File: config.mk
export PLATFORM = sky130hd
export DESIGN_NAME = dual_mode_host_port
export DESIGN_NICKNAME = d
export VERILOG_FILES = /design/src/rtl/dual_mode_host_port_pkg.sv /design/src/rtl/dual_mode_host_port.sv
export VERILOG_INCLUDE_DIRS = /design/src /design/src/rtl
export SDC_FILE = /design/constraint.sdc
export NUM_CORES = 1
export LEC_CHECK = 0
export BUFFER_PORTS_ARGS = -buffer_cell sky130_fd_sc_hd__buf_2
export CORE_ASPECT_RATIO = 0.6
export CORE_UTILIZATION = 40
export CTS_CLUSTER_SIZE = 25
export DETAILED_ROUTE_END_ITERATION = 8
export HOLD_SLACK_MARGIN = 0.02
export PLACE_DENSITY = 0.75
export SLEW_MARGIN = 25
export SYNTH_ARGS = -nofsm -noshare
export SYNTH_HDL_FRONTEND = slang
export SYNTH_SLANG_ARGS = --single-unit
File: constraint.sdc
create_clock -name i_core_clk -period 1.7 [get_ports i_core_clk]
set_input_delay 0.34 -clock i_core_clk [delete_from_list [all_inputs] [get_ports i_core_clk]]
set_output_delay 0.34 -clock i_core_clk [all_outputs]
set_load 0.05 [all_outputs]
File: src/rtl/dual_mode_host_port_regs.svh
// constants of the dual mode host port: widths, field positions, mode codes, timing
// assumes inclusion by bare name from the package and the port module
`ifndef DUAL_MODE_HOST_PORT_REGS_SVH
`define DUAL_MODE_HOST_PORT_REGS_SVH

// ****************************************************************
// bus widths and address fields
// ****************************************************************
`define DHP_ADDR_W       11
`define DHP_REG_ADDR_W   8
`define DHP_DATA_W       8
`define DHP_SEL_W        3
`define DHP_SEL_LSB      8
`define DHP_SEL_MSB      10
`define DHP_REG_MSB      7

// ****************************************************************
// mode select strap codes and reset values
// ****************************************************************
`define DHP_MODE_W       3
`define DHP_MODE_SYNC    3'h1
`define DHP_MODE_RST     3'h0
`define DHP_DEV_SEL_DFLT 3'h0
`define DHP_DATA_RST     8'h00
`define DHP_ADDR_RST     11'h000

// ****************************************************************
// timing: strobe assert to acknowledge, longest time
// ****************************************************************
`define DHP_CLK_PERIOD_NS 100
`define DHP_ACK_MAX_NS    150
`define DHP_ACK_MAX_CYC   ((`DHP_ACK_MAX_NS) / (`DHP_CLK_PERIOD_NS))

`endif

File: src/rtl/dual_mode_host_port_pkg.sv
// types shared by the dual mode host port and its register space
// assumes the constants header is on the include path
`include "dual_mode_host_port_regs.svh"

package dual_mode_host_port_pkg;

    // ****************************************************************
    // bus mode, port state and register request
    // ****************************************************************
    typedef enum logic {
        MODE_LATCH_STROBE,
        MODE_TRANSFER_START
    } bus_mode_t;

    typedef enum logic [1:0] {
        ST_IDLE,
        ST_ACK
    } port_state_t;

    // one access toward the on-chip register space
    typedef struct packed {
        logic                        wr;
        logic [`DHP_REG_ADDR_W-1:0]  reg_addr;
        logic [`DHP_DATA_W-1:0]      wdata;
    } reg_req_t;

endpackage

File: src/rtl/dual_mode_host_port.sv
// host register access port with latch-strobe and transfer-start modes
// assumes all pins are synchronous to i_core_clk, which also serves as the host processor clock;
// the register space answers i_reg_rdata combinationally for o_reg_req.reg_addr
`timescale 1ns/1ps
`include "dual_mode_host_port_regs.svh"

module dual_mode_host_port #(
    parameter logic [`DHP_SEL_W-1:0] DEV_SEL = `DHP_DEV_SEL_DFLT  // this device's select code
) (
    input  wire logic                           i_core_clk,
    input  wire logic                           i_arst_n,
    input  wire logic [`DHP_MODE_W-1:0]         i_bus_mode_select,
    input  wire logic                           i_cs_n,
    input  wire logic [`DHP_ADDR_W-1:0]         i_addr,
    input  wire logic                           i_addr_latch_strobe_pin,
    input  wire logic                           i_rd_n,
    input  wire logic                           i_wr_n,
    input  wire logic [`DHP_DATA_W-1:0]         i_data,
    output logic      [`DHP_DATA_W-1:0]         o_data,
    output logic                                o_data_oe,
    output logic                                o_cycle_done_pin_n,
    output dual_mode_host_port_pkg::reg_req_t   o_reg_req,
    input  wire logic [`DHP_DATA_W-1:0]         i_reg_rdata
);

    localparam int ACK_MAX = `DHP_ACK_MAX_CYC;

    dual_mode_host_port_pkg::bus_mode_t   mode_q;
    dual_mode_host_port_pkg::port_state_t state_q;
    logic [`DHP_ADDR_W-1:0]               addr_q;
    logic                                 strobe_q;
    logic [`DHP_DATA_W-1:0]               data_q;
    logic                                 oe_q;
    logic                                 done_n_q;
    logic                                 is_rd_q;
    logic [`DHP_ADDR_W-1:0]               eff_addr;
    logic                                 strobe_fell;
    logic                                 selected;
    logic                                 start_rd;
    logic                                 start_wr;
    logic                                 release_c;

    // ****************************************************************
    // helpers
    // ****************************************************************

    // strap decode; any unlisted code falls back to latch-strobe
    function automatic dual_mode_host_port_pkg::bus_mode_t decode_mode(input logic [`DHP_MODE_W-1:0] code);
        decode_mode = (code == `DHP_MODE_SYNC) ? dual_mode_host_port_pkg::MODE_TRANSFER_START
                                              : dual_mode_host_port_pkg::MODE_LATCH_STROBE;
    endfunction

    // device select field of an address
    function automatic logic [`DHP_SEL_W-1:0] sel_field(input logic [`DHP_ADDR_W-1:0] a);
        sel_field = a[`DHP_SEL_MSB:`DHP_SEL_LSB];
    endfunction

    // ****************************************************************
    // mode select
    // ****************************************************************

    // straps follow the pins while state_q is ST_IDLE, also on the edge that starts an access, which then releases in the new mode
    always_ff @(posedge i_core_clk or negedge i_arst_n) begin
        if (!i_arst_n) begin
            mode_q <= dual_mode_host_port_pkg::MODE_LATCH_STROBE;
        end else if (state_q == dual_mode_host_port_pkg::ST_IDLE) begin
            mode_q <= decode_mode(i_bus_mode_select);
        end
    end

    // ****************************************************************
    // address capture
    // ****************************************************************

    // previous strobe level for falling edge detection
    always_ff @(posedge i_core_clk or negedge i_arst_n) begin
        if (!i_arst_n) begin
            strobe_q <= 1'b0;
        end else begin
            strobe_q <= i_addr_latch_strobe_pin;
        end
    end

    assign strobe_fell = strobe_q && !i_addr_latch_strobe_pin && !i_cs_n;

    // same pin latches in both modes; only chip select qualifies it
    always_ff @(posedge i_core_clk or negedge i_arst_n) begin
        if (!i_arst_n) begin
            addr_q <= `DHP_ADDR_RST;
        end else if (strobe_fell) begin
            addr_q <= i_addr;
        end
    end

    // in latch-strobe mode a latch strobe parked high means the host has none: follow the bus live
    always_comb begin
        if (mode_q == dual_mode_host_port_pkg::MODE_LATCH_STROBE && i_addr_latch_strobe_pin) begin
            eff_addr = i_addr;
        end else begin
            eff_addr = addr_q;
        end
    end

    // ****************************************************************
    // cycle start decode
    // ****************************************************************

    // chip select and the device select field gate every strobe that starts a cycle
    assign selected = !i_cs_n && (sel_field(eff_addr) == DEV_SEL);

    // latch-strobe mode uses separate read and write strobes; transfer-start uses
    // the access strobe with the direction pin, all sampled on the host clock
    always_comb begin
        start_rd = 1'b0;
        start_wr = 1'b0;
        if (state_q == dual_mode_host_port_pkg::ST_IDLE && selected) begin
            if (mode_q == dual_mode_host_port_pkg::MODE_LATCH_STROBE) begin
                start_rd = !i_rd_n;
                start_wr = i_rd_n && !i_wr_n;
            end else begin
                start_rd = !i_rd_n && i_wr_n;
                start_wr = !i_rd_n && !i_wr_n;
            end
        end
    end

    // a cycle closes when its strobe rises or chip select goes away
    always_comb begin
        if (mode_q == dual_mode_host_port_pkg::MODE_LATCH_STROBE && !is_rd_q) begin
            release_c = i_wr_n || i_cs_n;
        end else begin
            release_c = i_rd_n || i_cs_n;
        end
    end

    // ****************************************************************
    // register request
    // ****************************************************************

    // write is a single-cycle strobe so a long host pulse stores the byte once
    always_comb begin
        o_reg_req.wr       = start_wr;
        o_reg_req.reg_addr = eff_addr[`DHP_REG_MSB:0];
        o_reg_req.wdata    = i_data;
    end

    // ****************************************************************
    // cycle state
    // ****************************************************************

    // acknowledge follows the strobe by one cycle, inside the longest allowed time
    always_ff @(posedge i_core_clk or negedge i_arst_n) begin
        if (!i_arst_n) begin
            state_q <= dual_mode_host_port_pkg::ST_IDLE;
        end else begin
            case (state_q)
                dual_mode_host_port_pkg::ST_IDLE: begin
                    if (start_rd || start_wr) begin
                        state_q <= dual_mode_host_port_pkg::ST_ACK;
                    end
                end
                dual_mode_host_port_pkg::ST_ACK: begin
                    if (release_c) begin
                        state_q <= dual_mode_host_port_pkg::ST_IDLE;
                    end
                end
                default: begin
                    state_q <= dual_mode_host_port_pkg::ST_IDLE;
                end
            endcase
        end
    end

    // direction of the open cycle, used to pick the strobe that ends it
    always_ff @(posedge i_core_clk or negedge i_arst_n) begin
        if (!i_arst_n) begin
            is_rd_q <= 1'b0;
        end else if (start_rd || start_wr) begin
            is_rd_q <= start_rd;
        end
    end

    // ****************************************************************
    // data bus and completion output
    // ****************************************************************

    // read data is held for the whole cycle, so a register change mid-cycle cannot tear it
    always_ff @(posedge i_core_clk or negedge i_arst_n) begin
        if (!i_arst_n) begin
            data_q <= `DHP_DATA_RST;
        end else if (start_rd) begin
            data_q <= i_reg_rdata;
        end
    end

    // drivers on only during a read, off as soon as the cycle releases
    always_ff @(posedge i_core_clk or negedge i_arst_n) begin
        if (!i_arst_n) begin
            oe_q <= 1'b0;
        end else if (start_rd) begin
            oe_q <= 1'b1;
        end else if (state_q == dual_mode_host_port_pkg::ST_ACK && release_c) begin
            oe_q <= 1'b0;
        end
    end

    // completion low from the cycle after the strobe until release
    always_ff @(posedge i_core_clk or negedge i_arst_n) begin
        if (!i_arst_n) begin
            done_n_q <= 1'b1;
        end else if (start_rd || start_wr) begin
            done_n_q <= 1'b0;
        end else if (state_q == dual_mode_host_port_pkg::ST_ACK && release_c) begin
            done_n_q <= 1'b1;
        end
    end

    assign o_data             = data_q;
    assign o_data_oe          = oe_q;
    assign o_cycle_done_pin_n = done_n_q;
endmodule

==> run metrics <==
min-delay worst type in2async; setup TNS -1.90 ns; mux contribution to synthesized area 27.6%; CTS sink count 25; Post-DP Area 1470 µm²; area of the die 3280 µm²; die height 44.7 µm; FMAX 528 MHz; maximum VDD drop 1.19 mV; CP max FO 8; DR vias 848; Critical Path Slowest Stage Cell dfrtp_1; Num CTS Buffers 3; largest family of logic cells by synthesized area multiplexers; share of cells above drive strength 1 66.9%; CTS tree yes; GP Congestion 0.751; warnings from Yosys 0; PwrDens 1470 nW/µm²; die width 73.2 µm; Starting Density 42.1%; vias in the first global route 847; worst-margin pin slew 0.549 ns; Hold Violations, Final 0; WP buf/inv 3; family with the most delay on the worst path buffers and inverters; Inserted Diodes 0; Overall Global Routing Usage 15.7%; root buf cell clkbuf_8; Clk Latency, worst-skew pair 0.26 ns; startpoint type of the worst setup path register; critical path arrival 1.55 ns; met1 GRT Util 20.2%; Lkg Pwr 0.000791 µW; flops & latches, synth 25; final max-slew violation count 0; outcome complete, but fails checks; CP peak stage delay 0.41 ns; met2 Use GR 26.7%; drt wl/cell 13.3 µm; Setup violations, final 17; boundary pin count 63; final setup margin -0.193 ns; Post-Synth Simple-Gate Area 9.15%; Detailed Place HPWL 1740 µm; Clock Skews 0.00614 ns; Synth Net Count 127; antenna violations before repair 0; GR Overflow Total 0; grt met3 use 4.69%; Distinct cells, synth 24; WHS 0.0474 ns; most frequent CP cell buf_8; antenna-violating nets left 0; sequential area share after synthesis 51.5%; Worst EP required 1.36 ns; buffer depth of the longest clock path 2; Max-Slew Margin vs Limit 63.4%; Port Buffers 46; Most Crowded Layer GR met2; H-tree level count 1; Worst Setup Path Type reg2out; clock slew at reported path FFs 0.09 ns; drt pass-1 iters 6; xor-xnor portion of the synthesized cell area 0.719%; largest net degree at the start of global routing 26; fin util 56.3%; Avg Inst Size Synth 13.4 µm²; fin crit period 1.89 ns; RSZ-0062 raised after global routing true; DRC Markers 0; Placeable Area 2890 µm²; Mapped Area 1220 µm²; Crit. End Element primary output; Synth Area in Compound Gates 2.88%; first-pass GRT wire length 3790 µm; maxcap violations 0; Vias/cell 4.69; failing checks negative setup slack; Design Area, Final 1630 µm²; initial drt markers 26; WL final 2420 µm; Gate Count Post-Synth 91; num rows 15; Final Cycle Share 111%; Nets 176; critical path, cell by cell buf_6 > nand2b_4 > buf_8 > mux2_4 > buf_8; post-synthesis adder-cell area fraction 0%; Area growth, synth to finish 33.7%
## final timing paths
| kind | start | depth (start not counted) | slack (ns) | endpoint |
|---|---|---|---|---|
| setup reg to reg | mode_q | 5 | -0.06 | o_data[5] |
| min in group i_core_clk | i_addr_latch_strobe_pin | 1 | 0.24 | strobe_q |
| hold reg to reg | o_data[5] | 1 | 0.51 | o_data[5] |
| setup / recovery | mode_q | 5 | -0.19 | o_reg_req[10] |
| max in group asynchronous | i_arst_n | 1 | 1.28 | addr_q[6] |
| hold / removal | i_arst_n | 1 | 0.05 | addr_q[4] |
## per-layer routing
metal | up-vias | share of wire, %
met2 | 29 | 51
met5 | - | 0
met1 | 413 | 44
met3 | 0 | 4.8
li1 | 406 | -
met4 | 0 | 0
## logic make-up after synthesis
| kind of cell | count (synthesis) |
|---|---|
| multiplexers | 28 |
| flip-flops | 25 |
| AND/OR/NAND/NOR | 18 |
| buffers and inverters | 13 |
| AO/OA/AOI/OAI | 6 |
| XOR/XNOR | 1 |
## layout by cell type, fill, tap and decap left out
| cell type | netlist | layout |
|---|---|---|
| or3_1 | 1 | 1 |
| nor3_1 | 3 | 2 |
| nor2_4 | 0 | 1 |
| buf_6 | 2 | 9 |
| or4_4 | 0 | 1 |
| buf_4 | 9 | 8 |
| o21bai_1 | 2 | 2 |
| dfrtp_1 | 24 | 24 |
| o21ai_0 | 3 | 3 |
| clkbuf_8 | 0 | 3 |
| buf_8 | 0 | 2 |
| dfstp_2 | 1 | 1 |
| nand2b_4 | 0 | 1 |
| nor2b_1 | 1 | 1 |
| mux2i_2 | 0 | 1 |
| nor3b_1 | 1 | 1 |
| mux2_2 | 21 | 20 |
| nand2_1 | 5 | 5 |
| buf_2 | 1 | 37 |
| inv_1 | 1 | 1 |
| xnor2_1 | 1 | 1 |
| a21oi_1 | 1 | 1 |
| nand3b_1 | 1 | 1 |
| nand3b_4 | 1 | 1 |
| mux2_4 | 6 | 7 |
| nor3_2 | 0 | 1 |
| nor2_1 | 2 | 1 |
| and3b_1 | 1 | 1 |
| clkbuf_1 | 0 | 1 |
## flip-flops by register name (all words and copies together) (netlist names)
register            count
is_rd_q                 1
o_cycle_done_pin_n      1
mode_q                  1
o_data                  8
strobe_q                1
o_data_oe               1
addr_q                 11
state_q                 1
## layout make-up
type / count / area (µm²)
fillers: 259 / 1260
flip-flops and latches: 25 / 627
multi-input cells: 53 / 523
repair buffers: 56 / 377
well taps: 42 / 52.6
clock buffers: 4 / 45.0
inverters: 1 / 3.75
## power by group
| part | internal [µW] | switching, µW | total, µW |
|---|---|---|---|
| Combinational | 416 | 750 | 1170 |
| Clock | 167 | 176 | 344 |
| Sequential | 790 | 97.2 | 887 |
| Total | 1370 | 1020 | 2400 |
## cells in the mapped netlist, drive strengths merged
cell type | count | area (µm²)
dfstp | 1 | 26.3
or4 | 1 | 7.51
nor2 | 2 | 7.51
inv | 1 | 3.75
nor2b | 1 | 6.26
dfrtp | 24 | 601
nor3 | 3 | 15.0
xnor2 | 1 | 8.76
nand2 | 5 | 18.8
mux2 | 27 | 327
nand2b | 1 | 6.26
o21bai | 2 | 15.0
buf | 12 | 95.1
nand3b | 2 | 27.5
and3b | 1 | 8.76
o21ai | 3 | 15.0
or3 | 1 | 6.26
a21oi | 1 | 5.00
mux2i | 1 | 10.0
nor3b | 1 | 7.51
## worst reg2reg max path, stage by stage (launching register included)
cell and delay (ns):
dfrtp_1 0.41, buf_6 0.13, nand2b_4 0.15, mux2i_2 0.30, nand3b_4 0.30, mux2_2 0.36
## metrics by stage
step | setup WS [ns] | power (µW) | cells
floorplan | 0.0749 | 1790 | 91
global placement | -0.0826 | 1960 | 175
detailed placement | -0.0871 | 2000 | 175
CTS | -0.204 | 2400 | 179
global route | -0.239 | 2530 | 181
finish | -0.193 | 2400 | 181
## what timing repair did
item | 4_1_cts | 5_1_grt
endpoints found under the setup margin | 13 | 21
pin swaps | 1 | 1
gates resized for setup | 23 | 6
setup buffers | 0 | 2
hold buffers | 0 | 0
(Power assumes the default switching activity.)
